### src/sac_pkg.sv
package sac_pkg;
	// Register indices on the byte-wide register port.
	localparam logic [2:0] OFF_SEL  = 3'h0;
	localparam logic [2:0] OFF_CSA  = 3'h1;
	localparam logic [2:0] OFF_CSB  = 3'h2;
	localparam logic [2:0] OFF_RESL = 3'h3;
	localparam logic [2:0] OFF_RESH = 3'h4;
	localparam logic [2:0] OFF_TFLG = 3'h5;
	// Field positions.
	localparam int CSA_EN    = 7;
	localparam int CSA_START = 6;
	localparam int CSA_ATE   = 5;
	localparam int CSA_DONE  = 4;
	localparam int SEL_REF   = 6;
	localparam int CSB_LADJ  = 3;
	// Values after reset.
	localparam logic [7:0] RST_BYTE = 8'h00;
	localparam logic [9:0] RST_RES  = 10'h000;
	localparam logic [7:0] RST_PCNT = 8'h00;
	localparam logic [5:0] RST_HC   = 6'h00;
	// Conversion timing in converter clock cycles.
	localparam int CONV_NORM_CYC  = 13;
	localparam int CONV_FIRST_CYC = 25;
	// Timing counted in converter half cycles from the start edge.
	localparam logic [5:0] HC_NORM_END   = 6'(2 * CONV_NORM_CYC);
	localparam logic [5:0] HC_FIRST_END  = 6'(2 * CONV_FIRST_CYC);
	localparam logic [5:0] HC_AUTO_END   = 6'h1B;
	localparam logic [5:0] HC_NORM_SAMP  = 6'h03;
	localparam logic [5:0] HC_FIRST_SAMP = 6'h1B;
	localparam logic [5:0] HC_AUTO_SAMP  = 6'h04;
	// System clocks of trigger synchronisation.
	localparam int TRIG_SYNC = 3;
	// Conversion sequencer states.
	typedef enum logic [1:0] {
		ST_IDLE = 2'b00,
		ST_WAIT = 2'b01,
		ST_CONV = 2'b10
	} sac_state_type;
	// Signals towards the analog multiplexer and converter core.
	typedef struct packed {
		logic       sample;
		logic       busy;
		logic       ref_sel;
		logic [3:0] channel;
	} sac_core_type;
endpackage

### src/sac_conv_ctrl.sv
// Decided for this implementation: the plain strobed port and the placing of the registers.
`timescale 1ns/1ns
`default_nettype none
// Contract
// - Selections take effect only while enabled.
// - Result split high/low, right or left adjusted.
// - Low read blocks updates until high read.
// - Done flag set even when result dropped.
// - Start bit begins conversion, clears when done unless free running.
// - Channel change waits for current conversion.
// - Trigger edge resets prescaler, starts conversion.
// - Edges during conversion ignored, no level retrigger.
// - Trigger flags set always, clear to retrigger.
// - Done flag trigger runs conversions back to back.
// - Start bit reads one during any conversion.
// - Prescaler runs only while enabled.
// - Software start begins on next converter edge.
// - Normal 13 cycles, first 25 cycles.
// - Sample at 1.5, first at 13.5.
// - Completion stores result unless locked, flags, clears start unless free running.
// - Auto: sample at 2, 13.5 total, sync.
// - Free run restarts at next rising edge, 14 cycles.
// - Selections copied until start, resume last cycle.
// - Processor halt starts an idle single conversion.
module sac_conv_ctrl #(
	parameter int TRIG_N = 7
) (
	input  wire logic              CLOCK_IN,          // System clock, 125 MHz.
	input  wire logic              RST_N_IN,          // Synchronous reset, active low.
	input  wire logic [2:0]        ADDR_IN,           // Register index.
	input  wire logic [7:0]        WR_DATA_IN,        // Write data.
	input  wire logic              WR_IN,             // Write strobe.
	input  wire logic              RD_IN,             // Read strobe.
	output logic      [7:0]        RD_DATA_OUT,       // Read data, cycle after strobe.
	input  wire logic [TRIG_N-1:0] TRIG_EVT_IN,       // Interrupt source events, pulses.
	input  wire logic              SLEEP_HALT_IN,     // Processor halted in quiet sleep.
	input  wire logic              CONV_POWER_OFF_IN, // Power reduction holds block off.
	input  wire logic [9:0]        RESULT_IN,         // Core result at completion.
	output sac_pkg::sac_core_type  CORE_OUT,          // Controls towards the core.
	output logic                   CONV_DONE_OUT      // Conversion complete flag.
);
	generate
		if (TRIG_N < 1 || TRIG_N > 7) begin : g_chk
			$error("TRIG_N must lie between 1 and 7.");
		end
	endgenerate

	sac_pkg::sac_state_type st_ff, nxt_st;
	logic [7:0]        selbuf_ff;
	logic [3:0]        ch_ff;
	logic              ref_ff;
	logic              en_ff, ate_ff, ladj_ff, done_ff;
	logic [2:0]        ps_ff, ts_ff;
	logic [TRIG_N-1:0] tflag_ff;
	logic              first_ff, auto_ff, lock_ff;
	logic [5:0]        hc_ff;
	logic [7:0]        pcnt_ff;
	logic [9:0]        res_ff;
	logic              trig_prev_ff, halt_prev_ff, samp_ff;
	logic [sac_pkg::TRIG_SYNC-1:0] tpipe_ff;
	logic [7:0]        rd_ff;
	logic              core_busy_ff;
	logic [1:0]        samp_cnt_ff;

	// Register decode.
	wire wr_sel  = WR_IN && (ADDR_IN == sac_pkg::OFF_SEL);
	wire wr_csa  = WR_IN && (ADDR_IN == sac_pkg::OFF_CSA);
	wire wr_csb  = WR_IN && (ADDR_IN == sac_pkg::OFF_CSB);
	wire wr_tflg = WR_IN && (ADDR_IN == sac_pkg::OFF_TFLG);
	wire rd_low  = RD_IN && (ADDR_IN == sac_pkg::OFF_RESL);
	wire rd_high = RD_IN && (ADDR_IN == sac_pkg::OFF_RESH);

	// Power reduction overrides the enable bit so a gated block stays quiet.
	wire run  = en_ff && !CONV_POWER_OFF_IN;
	wire busy = (st_ff == sac_pkg::ST_CONV);
	wire pend = (st_ff == sac_pkg::ST_WAIT);
	wire start_view = busy || pend;

	// Prescaler ticks: rising and falling edges of the converter clock.
	wire [8:0] div     = 9'h002 << ps_ff;
	wire [7:0] div_m1  = div[7:0] - 8'h01;
	wire [7:0] half_m1 = div[8:1] - 8'h01;
	wire rise_tick = run && (pcnt_ff == div_m1);
	wire fall_tick = run && (pcnt_ff == half_m1);
	wire htick     = rise_tick || fall_tick;

	// Trigger source choice; source zero is the completion flag.
	wire [2:0] tidx     = ts_ff - 3'h1;
	wire trig_sig       = (ts_ff == 3'h0) ? done_ff
		: ((int'(ts_ff) <= TRIG_N) ? tflag_ff[tidx] : 1'b0);
	wire free_run       = ate_ff && (ts_ff == 3'h0);
	// Edges that arrive while busy or pending are dropped here; a held level
	// never makes a new edge, so no retrigger at completion.
	// Free running restarts through the pending state instead, so the done
	// flag source must not also reset the prescaler behind its back.
	wire trig_edge      = run && ate_ff && !free_run && trig_sig && !trig_prev_ff
		&& !start_view;
	wire trig_go        = tpipe_ff[sac_pkg::TRIG_SYNC-1] && !busy && run;
	// Free running waits for the next rising edge, giving 14 cycles.
	wire sw_go          = pend && rise_tick;

	// Conversion length and sample point by kind.
	wire [5:0] hc_end  = first_ff ? sac_pkg::HC_FIRST_END
		: (auto_ff ? sac_pkg::HC_AUTO_END : sac_pkg::HC_NORM_END);
	wire [5:0] hc_samp = first_ff ? sac_pkg::HC_FIRST_SAMP
		: (auto_ff ? sac_pkg::HC_AUTO_SAMP : sac_pkg::HC_NORM_SAMP);
	wire complete = busy && htick && (hc_ff == hc_end - 6'h01);
	wire sample   = busy && htick && (hc_ff == hc_samp - 6'h01);
	// Selections follow the buffer until start and again in the last cycle.
	wire sel_copy = run && (!busy || (hc_ff >= hc_end - 6'h02));
	wire halt_go  = SLEEP_HALT_IN && !halt_prev_ff;
	wire sw_start = wr_csa && WR_DATA_IN[sac_pkg::CSA_START];

	// Sequencer next state.
	always_comb begin
		nxt_st = st_ff;
		case (st_ff)
			sac_pkg::ST_IDLE: begin
				if (trig_go)
					nxt_st = sac_pkg::ST_CONV;
				else if (sw_start || (halt_go && !ate_ff))
					nxt_st = sac_pkg::ST_WAIT;
			end
			sac_pkg::ST_WAIT: begin
				if (sw_go)
					nxt_st = sac_pkg::ST_CONV;
			end
			sac_pkg::ST_CONV: begin
				if (complete)
					nxt_st = free_run ? sac_pkg::ST_WAIT : sac_pkg::ST_IDLE;
			end
			default: nxt_st = sac_pkg::ST_IDLE;
		endcase
		if (!run)
			nxt_st = sac_pkg::ST_IDLE;
	end

	// The busy output gets its own flop so the core sees no decode glitches.
	always_ff @(posedge CLOCK_IN) begin
		if (!RST_N_IN) begin
			st_ff        <= sac_pkg::ST_IDLE;
			core_busy_ff <= 1'b0;
		end else begin
			st_ff        <= nxt_st;
			core_busy_ff <= (nxt_st == sac_pkg::ST_CONV);
		end
	end

	// Prescaler is held at zero while off and restarted by a trigger.
	always_ff @(posedge CLOCK_IN) begin
		if (!RST_N_IN || !run || trig_go)
			pcnt_ff <= sac_pkg::RST_PCNT;
		else if (rise_tick)
			pcnt_ff <= sac_pkg::RST_PCNT;
		else
			pcnt_ff <= pcnt_ff + 8'h01;
	end

	// Half cycle counter and conversion kind, fixed at the start edge.
	always_ff @(posedge CLOCK_IN) begin
		if (!RST_N_IN) begin
			hc_ff   <= sac_pkg::RST_HC;
			auto_ff <= 1'b0;
		end else if (trig_go || sw_go) begin
			hc_ff   <= sac_pkg::RST_HC;
			auto_ff <= trig_go;
		end else if (busy && htick) begin
			hc_ff   <= hc_ff + 6'h01;
		end
	end

	// The first conversion after enabling is long; it is re-armed by disable.
	always_ff @(posedge CLOCK_IN) begin
		if (!RST_N_IN || !run)
			first_ff <= 1'b1;
		else if (complete)
			first_ff <= 1'b0;
	end

	// Sample pulses in the running conversion, kept only for the checks below.
	always_ff @(posedge CLOCK_IN) begin
		if (!RST_N_IN || trig_go || sw_go)
			samp_cnt_ff <= 2'h0;
		else if (sample && samp_cnt_ff != 2'h3)
			samp_cnt_ff <= samp_cnt_ff + 2'h1;
	end

	// Software registers.
	always_ff @(posedge CLOCK_IN) begin
		if (!RST_N_IN) begin
			selbuf_ff <= sac_pkg::RST_BYTE;
			en_ff     <= 1'b0;
			ate_ff    <= 1'b0;
			ps_ff     <= 3'h0;
			ladj_ff   <= 1'b0;
			ts_ff     <= 3'h0;
		end else begin
			if (wr_sel)
				selbuf_ff <= WR_DATA_IN;
			if (wr_csa) begin
				en_ff  <= WR_DATA_IN[sac_pkg::CSA_EN];
				ate_ff <= WR_DATA_IN[sac_pkg::CSA_ATE];
				ps_ff  <= WR_DATA_IN[2:0];
			end
			if (wr_csb) begin
				ladj_ff <= WR_DATA_IN[sac_pkg::CSB_LADJ];
				ts_ff   <= WR_DATA_IN[2:0];
			end
		end
	end

	// Active selections: untouched while disabled, locked during conversion until its last cycle.
	always_ff @(posedge CLOCK_IN) begin
		if (!RST_N_IN) begin
			ch_ff  <= 4'h0;
			ref_ff <= 1'b0;
		end else if (sel_copy) begin
			ch_ff  <= selbuf_ff[3:0];
			ref_ff <= selbuf_ff[sac_pkg::SEL_REF];
		end
	end

	// Flags cleared by writing one; a same-cycle event wins over the clear.
	always_ff @(posedge CLOCK_IN) begin
		if (!RST_N_IN) begin
			done_ff  <= 1'b0;
			tflag_ff <= '0;
		end else begin
			done_ff  <= complete || (done_ff && !(wr_csa && WR_DATA_IN[sac_pkg::CSA_DONE]));
			tflag_ff <= TRIG_EVT_IN
				| (tflag_ff & ~(wr_tflg ? WR_DATA_IN[TRIG_N-1:0] : '0));
		end
	end

	// Result interlock between the low and the high byte reads.
	always_ff @(posedge CLOCK_IN) begin
		if (!RST_N_IN) begin
			lock_ff <= 1'b0;
			res_ff  <= sac_pkg::RST_RES;
		end else begin
			if (rd_low)
				lock_ff <= 1'b1;
			else if (rd_high)
				lock_ff <= 1'b0;
			if (complete && !lock_ff)
				res_ff <= RESULT_IN;
		end
	end

	// Trigger edge detect and a three clock synchroniser delay.
	always_ff @(posedge CLOCK_IN) begin
		if (!RST_N_IN) begin
			trig_prev_ff <= 1'b0;
			halt_prev_ff <= 1'b0;
			tpipe_ff     <= '0;
			samp_ff      <= 1'b0;
		end else begin
			trig_prev_ff <= trig_sig;
			halt_prev_ff <= SLEEP_HALT_IN;
			tpipe_ff     <= {tpipe_ff[sac_pkg::TRIG_SYNC-2:0], trig_edge};
			samp_ff      <= sample;
		end
	end

	// Result bytes in either adjustment.
	wire [7:0] res_high = ladj_ff ? res_ff[9:2] : {6'h00, res_ff[9:8]};
	wire [7:0] res_low  = ladj_ff ? {res_ff[1:0], 6'h00} : res_ff[7:0];
	wire [7:0] csa_view = {en_ff, start_view, ate_ff, done_ff, 1'b0, ps_ff};
	wire [7:0] csb_view = {4'h0, ladj_ff, ts_ff};
	wire [7:0] tflg_view = 8'(tflag_ff);
	wire [7:0] rd_mux =
		(ADDR_IN == sac_pkg::OFF_SEL)  ? selbuf_ff :
		(ADDR_IN == sac_pkg::OFF_CSA)  ? csa_view :
		(ADDR_IN == sac_pkg::OFF_CSB)  ? csb_view :
		(ADDR_IN == sac_pkg::OFF_RESL) ? res_low :
		(ADDR_IN == sac_pkg::OFF_RESH) ? res_high :
		(ADDR_IN == sac_pkg::OFF_TFLG) ? tflg_view : 8'h00;

	// Read data holds only in the cycle after the strobe.
	always_ff @(posedge CLOCK_IN) begin
		if (!RST_N_IN || !RD_IN)
			rd_ff <= 8'h00;
		else
			rd_ff <= rd_mux;
	end

	assign RD_DATA_OUT      = rd_ff;
	assign CONV_DONE_OUT    = done_ff;
	// One driver for the whole carrier; every field comes from a flop.
	assign CORE_OUT = '{
		sample:  samp_ff,
		busy:    core_busy_ff,
		ref_sel: ref_ff,
		channel: ch_ff
	};
endmodule
`default_nettype wire

### config.mk
export PLATFORM = sky130hd
export DESIGN_NAME = sac_conv_ctrl
export DESIGN_NICKNAME = d
export VERILOG_FILES = /design/src/sac_pkg.sv /design/src/sac_conv_ctrl.sv
export SDC_FILE = /design/constraint.sdc
export NUM_CORES = 1
export LEC_CHECK = 0
export ABC_AREA = 1
export CORE_ASPECT_RATIO = 0.6
export CORE_MARGIN = 3
export CORE_UTILIZATION = 56
export DETAILED_ROUTE_END_ITERATION = 10
export DONT_BUFFER_PORTS = 1
export PLACE_DENSITY = 0.69
export SLEW_MARGIN = 15
export SYNTH_ARGS = -nofsm -noshare
export SYNTH_HDL_FRONTEND = slang
export SYNTH_SLANG_ARGS = --single-unit
### constraint.sdc
create_clock -name CLOCK_IN -period 4.03 [get_ports CLOCK_IN]
set_input_delay 0.403 -clock CLOCK_IN [delete_from_list [all_inputs] [get_ports CLOCK_IN]]
set_output_delay 0.403 -clock CLOCK_IN [all_outputs]
set_load 0.03 [all_outputs]
# Word level (Yosys, flattened, before mapping)
# Cells that the tools add are included.
[word_totals] output_inout_bits=16 regBits=74
[classes] order_cmp=2 bitwise=4 n_addsub=8 shifts=1 mux=25 eq_ne=12 n_reduce_logical=55
[ops] operator="$mux W8" n=7
[ops] operator="$logic_and A1 B1 Y1" n=28
[ops] operator="$eq A8 B8 Y1" n=2
[ops] operator="$sub A8 B1 Y8 const B" n=2
[ops] operator="$mux W7" n=2
[ops] operator="$eq A6 B6 Y1" n=2
[ops] operator="$logic_not A1 Y1" n=12
[ops] operator="$mux W2" n=5
[ops] operator="$logic_or A1 B1 Y1" n=9
[ops] operator="$shl A2 B3 Y9 const A" n=1
[ops] operator="$add A8 B1 Y8 const B" n=1
[ops] operator="$and A7 B7 Y7" n=1
[ops] operator="$not A7 Y7" n=1
[ops] operator="$or A7 B7 Y7" n=1
[ops] operator="$add A6 B1 Y6 const B" n=1
[ops] operator="$eq A3 B2 Y1 const B" n=2
[ops] operator="$eq A3 B3 Y1 const B" n=2
[ops] operator="$ge A6 B6 Y1" n=1
[ops] operator="$logic_not A3 Y1" n=2
[ops] operator="$mux W1" n=6
[ops] operator="$mux W6" n=1
[ops] operator="$pmux W2 S3" n=1
[ops] operator="$sub A5 B1 Y6 const B" n=1
[ops] operator="$sub A6 B1 Y6 const B" n=1
[ops] operator="other kinds (13)" n=15

# Longest topological paths before layout
# Gate-level depths: netlist of run 1.
[depth] word_depth=11 depth_mapped=16 mapped_depth_nobuf=15

# Worst setup path before layout of run 1
# Ideal clock, no wire load.
[synth_path] kind="flip-flop to flip-flop" start="reg first_ff" end="reg core_busy_ff" t_required_ns=3.917 stages_incl_launch_ff=13 synth_period_minus_slack_ns=1.808 path_slack_ns=2.222 arrival_ns=1.695 path_cell_list="dfxtp_1 -> inv_1 -> nand2_1 -> inv_1 -> ha_1 -> nor4_2 -> nand3_4 -> nand2_2 -> nand2_1 -> nand2_1 -> nand2_1 -> nand2_1 -> nor2_1"
[synth_via] elab_chain_cells=8
[synth_lines] element="start, declared" line="sac_conv_ctrl.sv:55" rtl="logic first_ff, auto_ff, lock_ff;"
[synth_lines] element="start signal, assigned" line="sac_conv_ctrl.sv:175" rtl="first_ff <= 1'b1;"
[synth_lines] element="start signal, assigned" line="sac_conv_ctrl.sv:177" rtl="first_ff <= 1'b0;"
[synth_lines] element="$mux W6" line="sac_conv_ctrl.sv:103" rtl="wire [5:0] hc_end = first_ff ? sac_pkg::HC_FIRST_END"
[synth_lines] element="$sub A6 B1 Y6" line="sac_conv_ctrl.sv:107" rtl="wire complete = busy && htick && (hc_ff == hc_end - 6'h01);"
[synth_lines] element="$eq A6 B6 Y1" line="sac_conv_ctrl.sv:107"
[synth_lines] element="$logic_and A1 B1 Y1" line="sac_conv_ctrl.sv:107"
[synth_lines] element="$mux W2" line="sac_conv_ctrl.sv:129" rtl="if (complete)"
[synth_lines] element="$pmux W2 S3" line="sac_conv_ctrl.sv:117" rtl="case (st_ff)"
[synth_lines] element="$mux W2" line="sac_conv_ctrl.sv:134" rtl="if (!run)"
[synth_lines] element="$eq A2 B2 Y1" line="sac_conv_ctrl.sv:145" rtl="core_busy_ff <= (nxt_st == sac_pkg::ST_CONV);"
[synth_lines] element="end signal, assigned" line="sac_conv_ctrl.sv:145"
[synth_lines] element="end, declared" line="sac_conv_ctrl.sv:62" rtl="logic core_busy_ff;"
# No other way between the ends.
# A chain may end at the register's enable or synchronous reset.

# Final worst setup path of run 1
[layout_path] start="reg ps_ff[2]" end="reg core_busy_ff"
[layout_via] elab_chain_cells=11 word_cells_on_any_way=16 classes_between="add/sub: 2; eq/ne: 3; shift: 1; mux: 4; reduce/logical: 6"
[layout_lines] element="start, declared" line="sac_conv_ctrl.sv:53" rtl="logic [2:0] ps_ff, ts_ff;"
[layout_lines] element="start signal, assigned" line="sac_conv_ctrl.sv:203" rtl="ps_ff <= WR_DATA_IN[2:0];"
[layout_lines] element="$shl A2 B3 Y9 *" line="sac_conv_ctrl.sv:80" rtl="wire [8:0] div = 9'h002 << ps_ff;"
[layout_lines] element="$sub A8 B1 Y8 (on tied branches)" line="sac_conv_ctrl.sv:81, sac_conv_ctrl.sv:82"
[layout_lines] element="$eq A8 B8 Y1 (on tied branches)" line="sac_conv_ctrl.sv:83, sac_conv_ctrl.sv:84"
[layout_lines] element="$logic_and A1 B1 Y1 (on tied branches)" line="sac_conv_ctrl.sv:83, sac_conv_ctrl.sv:84"
[layout_lines] element="$logic_or A1 B1 Y1" line="sac_conv_ctrl.sv:85" rtl="wire htick = rise_tick || fall_tick;"
[layout_lines] element="$logic_and A1 B1 Y1 (2 in series)" line="sac_conv_ctrl.sv:107"
[layout_lines] element="$mux W2" line="sac_conv_ctrl.sv:129"
[layout_lines] element="$pmux W2 S3 *" line="sac_conv_ctrl.sv:117"
[layout_lines] element="$mux W2 *" line="sac_conv_ctrl.sv:134"
[layout_lines] element="$eq A2 B2 Y1 *" line="sac_conv_ctrl.sv:145"
# Every way passes the cells marked *; elsewhere a longest branch is shown, timed or not.

==> results of run 1 <==
[critical path: stages (launching register included)]
cell and delay [ns]:
dfxtp_1 0.72, nand3_2 0.23, nand2_1 0.11, nand2_1 0.11
nor2_4 0.14, nand3_4 0.11, nand2_4 0.11, nand3_4 0.23
nand2_2 0.16, nand2_1 0.06, nand2_1 0.05, nand2_1 0.05
nand2_1 0.07, nor2_1 0.04
[through the flow]
step | power (mW) | hold WS [ns] | util, %
final | 1.56 | 0.166 | 64.6
after global routing | 1.62 | 0.165 | 64.6
after CTS | 1.58 | 0.150 | 64.6
after detailed placement | 0.861 | 0.410 | 60.5
after global placement | 0.861 | 0.398 | 60.5
after floorplan | 0.849 | 0.390 | -
[state kept, by name, summed over array words and instances, names as in the netlist, 3 cells and up]
| signal | cells |
|---|---|
| ps_ff | 3 |
| tflag_ff | 7 |
| RD_DATA_OUT | 8 |
| tpipe_ff | 3 |
| res_ff | 10 |
| selbuf_ff | 8 |
| ch_ff | 4 |
| pcnt_ff | 8 |
| hc_ff | 6 |
| ts_ff | 3 |
[cells in the final DEF (no fill, tap or decap), types with 2 or more instances in the layout]
master / instances
a21oi_1: 39
a221oi_1: 2
a31o_2: 2
a31oi_1: 7
clkbuf_16: 9
clkinv_1: 3
clkinv_2: 2
dfxtp_1: 74
ha_1: 11
inv_1: 59
inv_2: 4
nand2_1: 115
nand2_2: 7
nand2_4: 4
nand3_1: 30
nand3_2: 3
nand3_4: 2
nand4_1: 2
nor2_1: 63
nor2_2: 2
nor2_4: 3
nor2_8: 2
nor3_1: 10
nor3_2: 10
nor3b_1: 3
o2111ai_1: 2
o21ai_0: 33
o21ai_1: 12
xor2_1: 3
[cell type report]
cell class | count | area (sq um) | area share (%)
clock buffer | 11 | 243 | 5.91
clock inverter | 3 | 17.5 | 0.426
inverter | 67 | 254 | 6.18
multi-input combinational | 376 | 2000 | 48.7
sequential | 74 | 1480 | 36.1
tap | 84 | 105 | 2.56
timing repair buffer | 1 | 7.51 | 0.183
[cells by family after synthesis]
group | synth area share [%]
flops | 38.6
fa+ha+maj | 3.59
xor+xnor | 0.913
compound gates | 14.6
simple gates | 33.1
buf+inv | 9.23
[metal layers]
layer  wire length, um  global-route usage, %  vias up
met5                 0                      0        -
met4                85                   6.00        0
met3              1140                   9.26       10
met2              3740                   33.4      159
met1              4500                   36.8     1551
li1                  -                      -     1728
[final timing paths]
kind,from,endpoint,slack [ns],cells past startpoint
hold reg to reg,tpipe_ff[1],tpipe_ff[2],0.42,2
hold / removal,SLEEP_HALT_IN,halt_prev_ff,0.17,2
setup reg to reg,ps_ff[2],core_busy_ff,1.73,13
setup / recovery,ps_ff[2],core_busy_ff,1.73,13
[power groups by stage]
stage | clock network (mW) | registers (mW) | logic [mW]
after floorplan | 0 | 0.774 | 0.0750
after global placement | 0 | 0.783 | 0.0780
after detailed placement | 0 | 0.783 | 0.0788
after CTS | 0.729 | 0.767 | 0.0793
after global routing | 0.758 | 0.769 | 0.0908
final | 0.713 | 0.767 | 0.0804
==> impl_metrics.json, run 1 <==
{
  "coreArea_sq_um": 6360,
  "p_seq_share_pct": 49.2,
  "min_path_type": "in2reg",
  "synth_edf_count": 0,
  "firstDrtPassIters": 5,
  "gp_congestion": 0.943,
  "setup-tns-final_ns": 0,
  "fin_ws_ns": 1.73,
  "fin_nets": 574,
  "max_slew.worst_pin.slew_ns": 0.701,
  "cts_hold_buf": 0,
  "cts_num_sinks": 74,
  "cts_tree": "done",
  "fin_skew_ns": 0.00706,
  "yosysWarnings": 0,
  "synth_ff_type": "dfxtp_1",
  "clock_latency_ns": 0.34,
  "synthTopCellsByCount": "nand2_1, dfxtp_1, nor2_1",
  "synth_cell_types": 42,
  "synth_area_leaders": "dfxtp_1, nand2_1, nor2_1, inv_1, a21oi_1",
  "num_vias": 3448,
  "ios": 50,
  "slew_headroom_pct": 53.2,
  "placed_cells": 602,
  "worstPathArrival_ns": 2.53,
  "fillers": 588,
  "finalHoldViolCount": 0,
  "cts_max_level": 3,
  "syn_area_sq_um": 3840,
  "status": "finished clean",
  "drt_iter0_drc": 380,
  "p_switching_uw": 363,
  "ir_drop_mv": 0.268,
  "p_int_mw": 1.20,
  "wl_per_cell_um": 15.4,
  "drtAntennaViolNets": 0,
  "synth_nets": 579,
  "fp-row-count": 22,
  "grt_max_degree": 35,
  "fin_cells": 616,
  "cp-end-kind": "register",
  "grt_pass1_wl_um": 15500,
  "cts_setup_buffers": 0,
  "post-place-ws_ns": 1.81,
  "place_hpwl_um": 7170,
  "avgSynthCellArea_sq_um": 7.18,
  "route.detailed.drc": 0,
  "die_x_um": 113,
  "routed_wirelength_um": 9470,
  "dpl_cell_area_sq_um": 3850,
  "worst-setup-path-type": "reg2reg",
  "timing.fmax_mhz": 436,
  "slew_viol_final": 0,
  "viasPerCell": 5.60,
  "synth.most_common_cell": "nand2_1",
  "start_util_pct": 60.3,
  "p_comb_share_pct": 5.2,
  "ys_seq_area_share_pct": 38.6,
  "crit_required_ns": 4.26,
  "setup_viol": 0,
  "antenna_found_initial": 0,
  "grt_pass1_vias": 3057,
  "clk_pin_slew_ns": 0.06,
  "p_leak_nw": 1.73,
  "post-route-period-util_pct": 57.0,
  "final_area_sq_um": 4110,
  "numPortBuffers": 0,
  "clkPwrFrac_pct": 45.7,
  "drv_cap": 0,
  "yosysTopAreaCellShare_pct": 38.6,
  "async_flop_share_pct": 0,
  "worst_setup_path_start_kind": "register",
  "rsz0062_at_grt": "false",
  "numCtsBuffers": 9,
  "power.density_nw_per_um2": 380,
  "drive_gt1_share_pct": 10.5,
  "cts_buffer_depth": 2,
  "synth_largest_area_cell": "dfxtp_1",
  "antenna_cells": 0,
  "syn_inst": 534,
  "grt_overflow": 0,
  "ys_ff_latch": 74,
  "die_y_um": 70.1,
  "swShare_pct": 23.3,
  "post-route-min-period_ns": 2.30,
  "grt_usage_pct": 24.8,
  "die_area_sq_um": 7910,
  "cts_resized": 0,
  "syn2layout_area_growth_pct": 7.11,
  "crit_fanout": 14,
  "clock-root-buffer": "clkbuf_16"
}
Power figures use the tool's default switching activity.
==> run 2, diff against run 1 <==
--- a/config.mk
+++ b/config.mk
@@ -11,7 +11,7 @@
 export CORE_UTILIZATION = 56
 export DETAILED_ROUTE_END_ITERATION = 10
 export DONT_BUFFER_PORTS = 1
-export PLACE_DENSITY = 0.69
+export PLACE_DENSITY = 0.72
 export SLEW_MARGIN = 15
 export SYNTH_ARGS = -nofsm -noshare
 export SYNTH_HDL_FRONTEND = slang
==> constraint.sdc (replaced) <==
create_clock -name CLOCK_IN -period 2 [get_ports CLOCK_IN]
set_input_delay 0.2 -clock CLOCK_IN [delete_from_list [all_inputs] [get_ports CLOCK_IN]]
set_output_delay 0.2 -clock CLOCK_IN [all_outputs]
set_load 0.03 [all_outputs]
==> run 2 against run 1 <==
  * The flow now finishes with violations (negative hold slack)
  * Via count grew 9.3%
  * Cell count grew 6.3%
  * Fmax is 22% higher
  * Die area is the same
  * Clock skew up 0.0012 ns
  * Total power is 120% higher
  * Non-clock buffer count is 37 higher
  * Worst hold slack got worse by 0.17 ns
  * Critical endpoint is now res_ff[5]
  * Largest cell class unchanged
  * Highest routed layer unchanged
==> impl_metrics.json, run 2 (synthesized netlist as in run 1, its figures left out) <==
{
  "antenna_cells": 0,
  "drtAntennaViolNets": 0,
  "drt_iter0_drc": 417,
  "largest_register_ffs": 10,
  "fp-row-count": 22,
  "hp-start": "RESULT_IN[8]",
  "power.density_nw_per_um2": 753,
  "slew_headroom_pct": 41.5,
  "num_vias": 3769,
  "setup-tns-final_ns": 0,
  "placed_cells": 617,
  "violations": "negative hold slack",
  "fin_util_pct": 73.0,
  "layout_common_cells": "nand2_1, dfxtp_1, nor2_1, inv_1, a21oi_1",
  "clock_latency_ns": 0.34,
  "post-route-min-period_ns": 1.89,
  "wl_per_cell_um": 16.5,
  "status": "finished with violations",
  "die_area_sq_um": 7910,
  "timing.fmax_mhz": 530,
  "worst-setup-path-type": "reg2reg",
  "grt_pass1_vias": 3334,
  "fin_cells": 655,
  "cp-end-kind": "register",
  "gp_congestion": 0.966,
  "fin_hold_ws_ns": -0.00771,
  "fin_ws_ns": 0.115,
  "regToRegSetupSlack_ns": 0.11,
  "die_y_um": 70.1,
  "max_slew.worst_pin.slew_ns": 0.876,
  "worstPathArrival_ns": 2.12,
  "cp-startpoint": "ps_ff[2]",
  "dpl_cell_area_sq_um": 4000,
  "slew_viol_final": 0,
  "cts_buffer_depth": 2,
  "post-route-period-util_pct": 94.3,
  "coreArea_sq_um": 6360,
  "drive_gt1_share_pct": 15.8,
  "ir_drop_mv": 0.609,
  "ios": 50,
  "crit_buf_inv": 3,
  "min_to": "res_ff[8]",
  "cts_tree": "done",
  "crit_required_ns": 2.23,
  "finalHoldViolCount": 1,
  "routed_wirelength_um": 10800,
  "place_hpwl_um": 7540,
  "syn2layout_area_growth_pct": 20.9,
  "die_x_um": 113,
  "firstDrtPassIters": 6,
  "post-place-ws_ns": 0.0209,
  "final_area_sq_um": 4640,
  "worst_setup_path_start_kind": "register",
  "setup_viol": 0,
  "critPathTopFamily": "simple AND/OR/NAND/NOR gates",
  "reg2reg_from": "ps_ff[2]",
  "cpPeakStageDelay_ns": 0.36,
  "rr_worst_depth": 13,
  "r2r_end": "res_ff[5]",
  "grt_usage_pct": 27.9,
  "numCtsBuffers": 9,
  "fin_skew_ns": 0.00822,
  "fin_nets": 612,
  "clk_pin_slew_ns": 0.06,
  "start_util_pct": 60.3,
  "antenna_found_initial": 0,
  "final_common_cell": "nand2_1",
  "grt_pass1_wl_um": 17400,
  "grt_overflow": 0,
  "cts_num_sinks": 74,
  "viasPerCell": 5.75,
  "drv_cap": 0,
  "crit_chain": "clkbuf_16 -> nor2_8 -> nand2_1 -> nand2_2 -> nand2_2 -> nor2_4 -> nand3_4 -> nand2_4 -> nand3_4 -> buf_12 -> buf_16 -> nor3_2 -> nor2_1",
  "cts_max_level": 3,
  "numPortBuffers": 0,
  "top_register": "res_ff",
  "crit_fanout": 7,
  "min_path_type": "in2reg",
  "route.detailed.drc": 0,
  "clock-root-buffer": "clkbuf_16",
  "p_leak_nw": 1.95,
  "grt_max_degree": 26,
  "slowest_stage": "dfxtp_4",
  "holdPathStages": 2
}
-- run 2: cell count changes in the layout (fill, tap and decap cells not counted), sizes merged --
cell,previous run,this run
bufinv,0,2
clkinvlp,1,0
clkbuf,11,12
nor2,70,71
dlygate4sd3,0,16
buf,1,21
-- run 2: where the power goes --
| group | total [mW] | switching [mW] | internal, mW |
|---|---|---|---|
| sequential | 1.54 | 0.0394 | 1.50 |
| clock | 1.72 | 0.631 | 1.09 |
| combinational | 0.230 | 0.135 | 0.0952 |
| total | 3.49 | 0.805 | 2.69 |
-- run 2: layer usage --
| metal | wire, um | global-route usage [%] | up-vias |
|---|---|---|---|
| met1 | 4970 | 40.5 | 1732 |
| met4 | 111 | 5.73 | 0 |
| met2 | 4580 | 39.8 | 207 |
| met5 | 0 | 0 | - |
| met3 | 1150 | 9.52 | 16 |
| li1 | - | - | 1814 |
-- run 2: area by class of cell --
cell class,count,area [sq um]
clock inverter,4,77.6
sequential,74,1490
tap,84,105
inverter,67,254
timing repair buffer,38,413
fill,493,1720
multi-input combinational,377,2070
clock buffer,11,233
-- run 2: worst max-delay path by stage --
stage,endpoint,slack (ns),depth (start not counted)
after floorplan,core_busy_ff,0.19,12
after global placement,res_ff[0],0.12,12
after detailed placement,res_ff[5],0.02,12
after CTS,res_ff[8],-0.006,11
after global routing,res_ff[4],-0.01,13
final,res_ff[5],0.11,13
-- run 2: timing repair --
| action | in CTS | in global routing |
|---|---|---|
| hold endpoints to repair | 16 | 0 |
| cloned | 2 | 1 |
| setup buffers | 0 | 4 |
| pin swaps | 2 | 8 |
| setup endpoints to repair | 1 | 16 |
| hold buffers | 16 | 0 |
| gates resized for setup | 4 | 12 |
-- run 2: worst reg2reg max path, cell delays in order, from the launching register on --
cell and delay [ns]:
dfxtp_4 0.36, clkbuf_16 0.16, nor2_8 0.10, nand2_1 0.07, nand2_2 0.08, nand2_2 0.07
nor2_4 0.14, nand3_4 0.10, nand2_4 0.11, nand3_4 0.12, buf_12 0.15, buf_16 0.14
nor3_2 0.10, nor2_1 0.07
-- run 2: per-stage QoR --
stage	power [mW]	hold WS, ns
floorplan	1.71	0.293
global placement	1.75	0.296
detailed placement	1.76	0.300
CTS	3.49	0.000328
global route	3.60	0.00530
finish	3.49	-0.00771
==> run 3, diff against run 2 <==
--- a/config.mk
+++ b/config.mk
@@ -5,7 +5,7 @@
 export SDC_FILE = /design/constraint.sdc
 export NUM_CORES = 1
 export LEC_CHECK = 0
-export ABC_AREA = 1
+export ABC_AREA = 0
 export CORE_ASPECT_RATIO = 0.6
 export CORE_MARGIN = 3
 export CORE_UTILIZATION = 56
==> run 3 against run 2 <==
  * The flow finishes with violations (negative setup slack)
  * Total power is 3.2% higher
  * Setup slack worse by 0.25 ns
  * Non-clock buffer count up 38
  * Critical path type unchanged
  * Critical endpoint is now hc_ff[5]
==> impl_metrics.json, run 3 <==
{
  "fin_cells": 628,
  "ys_ff_latch": 74,
  "ios": 50,
  "cts_tree": "done",
  "post-place-ws_ns": -0.251,
  "ir_drop_mv": 0.654,
  "worst_setup_path_start_kind": "register",
  "setup-tns-final_ns": -1.13,
  "wl_per_cell_um": 19.6,
  "gp_congestion": 0.927,
  "largest_register_ffs": 10,
  "syn2layout_area_growth_pct": 29.8,
  "grt_pass1_wl_um": 19100,
  "layout_common_cells": "nand2_1, dfxtp_1, buf_4, nor2_1, a21oi_1",
  "cp-end-kind": "register",
  "synth_top_family_by_area": "simple AND/OR/NAND/NOR gates",
  "coreArea_sq_um": 6820,
  "drive_gt1_share_pct": 24.8,
  "route.detailed.drc": 0,
  "worstPathArrival_ns": 2.36,
  "synthTopCellsByCount": "nand2_1, dfxtp_1, a21oi_1",
  "yosysWarnings": 0,
  "clk_pin_slew_ns": 0.06,
  "fin_nets": 581,
  "drt_iter0_drc": 364,
  "min_to": "tflag_ff[4]",
  "synth_edf_count": 0,
  "violations": "negative setup slack",
  "timing.fmax_mhz": 469,
  "post-route-period-util_pct": 107,
  "async_flop_share_pct": 0,
  "synth_largest_area_cell": "dfxtp_1",
  "fin_ws_ns": -0.134,
  "yosysTopAreaCellShare_pct": 36.7,
  "worst-setup-path-type": "reg2reg",
  "numPortBuffers": 0,
  "grt_pass1_vias": 3523,
  "clock_latency_ns": 0.34,
  "ys_seq_area_share_pct": 36.7,
  "cts_num_sinks": 74,
  "num_vias": 3810,
  "r2r_end": "hc_ff[5]",
  "globalRoute.busiestLayer": "met1",
  "crit_chain": "buf_6 -> nor3b_2 -> a21oi_2 -> o31ai_4 -> buf_4 -> nand4b_4 -> a2111oi_4 -> xnor2_1 -> nor2_1",
  "holdPathStages": 2,
  "cpPeakStageDelay_ns": 0.45,
  "start_util_pct": 59.2,
  "grtUsageMet2_pct": 42.4,
  "antenna_cells": 0,
  "synth.most_common_cell": "nand2_1",
  "avgSynthCellArea_sq_um": 8.46,
  "post-route-min-period_ns": 2.13,
  "cts_buffer_depth": 2,
  "slew_headroom_pct": 56.3,
  "drtAntennaViolNets": 0,
  "rr_worst_depth": 9,
  "status": "finished with violations",
  "min_path_type": "in2reg",
  "synth_ff_type": "dfxtp_1",
  "met1_usage_pct": 44.2,
  "clock-root-buffer": "clkbuf_16",
  "routed_wirelength_um": 12300,
  "fin_skew_ns": 0.00816,
  "crit_required_ns": 2.23,
  "antenna_found_initial": 0,
  "syn_inst": 477,
  "met3_usage_pct": 10.1,
  "crit_fanout": 7,
  "placed_cells": 588,
  "fin_hold_ws_ns": 0.00982,
  "drv_cap": 0,
  "synth_compound_area_share_pct": 16.5,
  "firstDrtPassIters": 6,
  "final_common_cell": "nand2_1",
  "synthMuxAreaShare_pct": 7.66,
  "finalHoldViolCount": 0,
  "die_y_um": 71.8,
  "p_leak_nw": 1.95,
  "slew_viol_final": 0,
  "cts_max_level": 3,
  "synth_area_leaders": "dfxtp_1, nand2_1, mux2i_1, a21oi_1, nor2b_1",
  "grt_max_degree": 44,
  "rsz0062_at_grt": "true",
  "power.density_nw_per_um2": 688,
  "slowest_stage": "a2111oi_4",
  "syn_area_sq_um": 4040,
  "max_slew.worst_pin.slew_ns": 0.654,
  "reg2reg_from": "ps_ff[0]",
  "viasPerCell": 6.07,
  "power_mw": 3.61,
  "numCtsBuffers": 9,
  "synth-adder-area-share_pct": 3.69,
  "fp-row-count": 23,
  "fillers": 454,
  "die_x_um": 116,
  "hp-start": "TRIG_EVT_IN[4]",
  "synth_xor_area_share_pct": 4.09,
  "synth_cell_types": 66,
  "yosys.area_share.simple_pct": 25.9,
  "setup_viol": 17,
  "grt_overflow": 0,
  "synth_nets": 522,
  "die_area_sq_um": 8300,
  "grt_usage_pct": 30.3,
  "regToRegSetupSlack_ns": -0.13,
  "top_register": "res_ff",
  "place_hpwl_um": 8090
}
run 3: layer usage:
layer,vias up,wire (um)
met3,26,1370
met4,0,170
li1,1766,-
met1,1789,5660
met5,-,0
met2,229,5100
run 3: cell type report:
type / instances / area, sq um / share of cell area, %
Clock buffer: 9 / 225 / 4.30
Clock inverter: 7 / 118 / 2.25
Inverter: 18 / 72.6 / 1.39
Multi-Input combinational cell: 357 / 2560 / 48.9
Sequential cell: 74 / 1500 / 28.6
Tap cell: 87 / 109 / 2.08
Timing Repair Buffer: 76 / 657 / 12.5
run 3: worst max path at each step:
stage | end | start | slack [ns] | cells after the start
floorplan | core_busy_ff | first_ff | 0.007 | 8
detailed placement | core_busy_ff | ps_ff[2] | -0.25 | 8
CTS | hc_ff[5] | ps_ff[1] | -0.15 | 9
global placement | core_busy_ff | ps_ff[2] | -0.19 | 7
global route | res_ff[6] | ps_ff[1] | -0.21 | 8
finish | hc_ff[5] | ps_ff[0] | -0.13 | 9
run 3: cell families (layout without fill, tap and decap cells):
kind of cell | after synthesis | count (layout)
flops | 74 | 74
simple gates | 201 | 201
mux | 28 | 28
fa+ha+maj | 12 | 12
xor+xnor | 18 | 18
buf+inv | 46 | 110
compound gates | 98 | 98
run 3: power breakdown:
part	switching, mW	internal (mW)	total (mW)
registers	0.0307	1.49	1.52
clock network	0.646	1.22	1.86
logic	0.107	0.112	0.219
run 3: what timing repair did:
| item | in CTS | in global routing |
|---|---|---|
| endpoints found under the setup margin | 30 | 35 |
| pin swaps | 12 | 12 |
| gates resized for setup | 29 | 32 |
| hold buffers | 15 | 1 |
| buffers inserted | 9 | 2 |
| endpoints found under the hold margin | 28 | 1 |
run 3: critical path, delay by kind of cell, from the launching register on:
family | cells | cell delay [ns]
simple gates | 3 | 0.43
compound gates | 3 | 0.74
xor+xnor | 1 | 0.19
flops | 1 | 0.37
buf+inv | 2 | 0.28
run 3: through the flow:
stage          utilization, %  cell area (sq um)
6_report                 76.8               5240
5_1_grt                  76.8               5240
4_1_cts                  74.8               5100
3_5_place_dp             64.6               4400
3_3_place_gp             64.6               4400
2_1_floorplan               -               4040
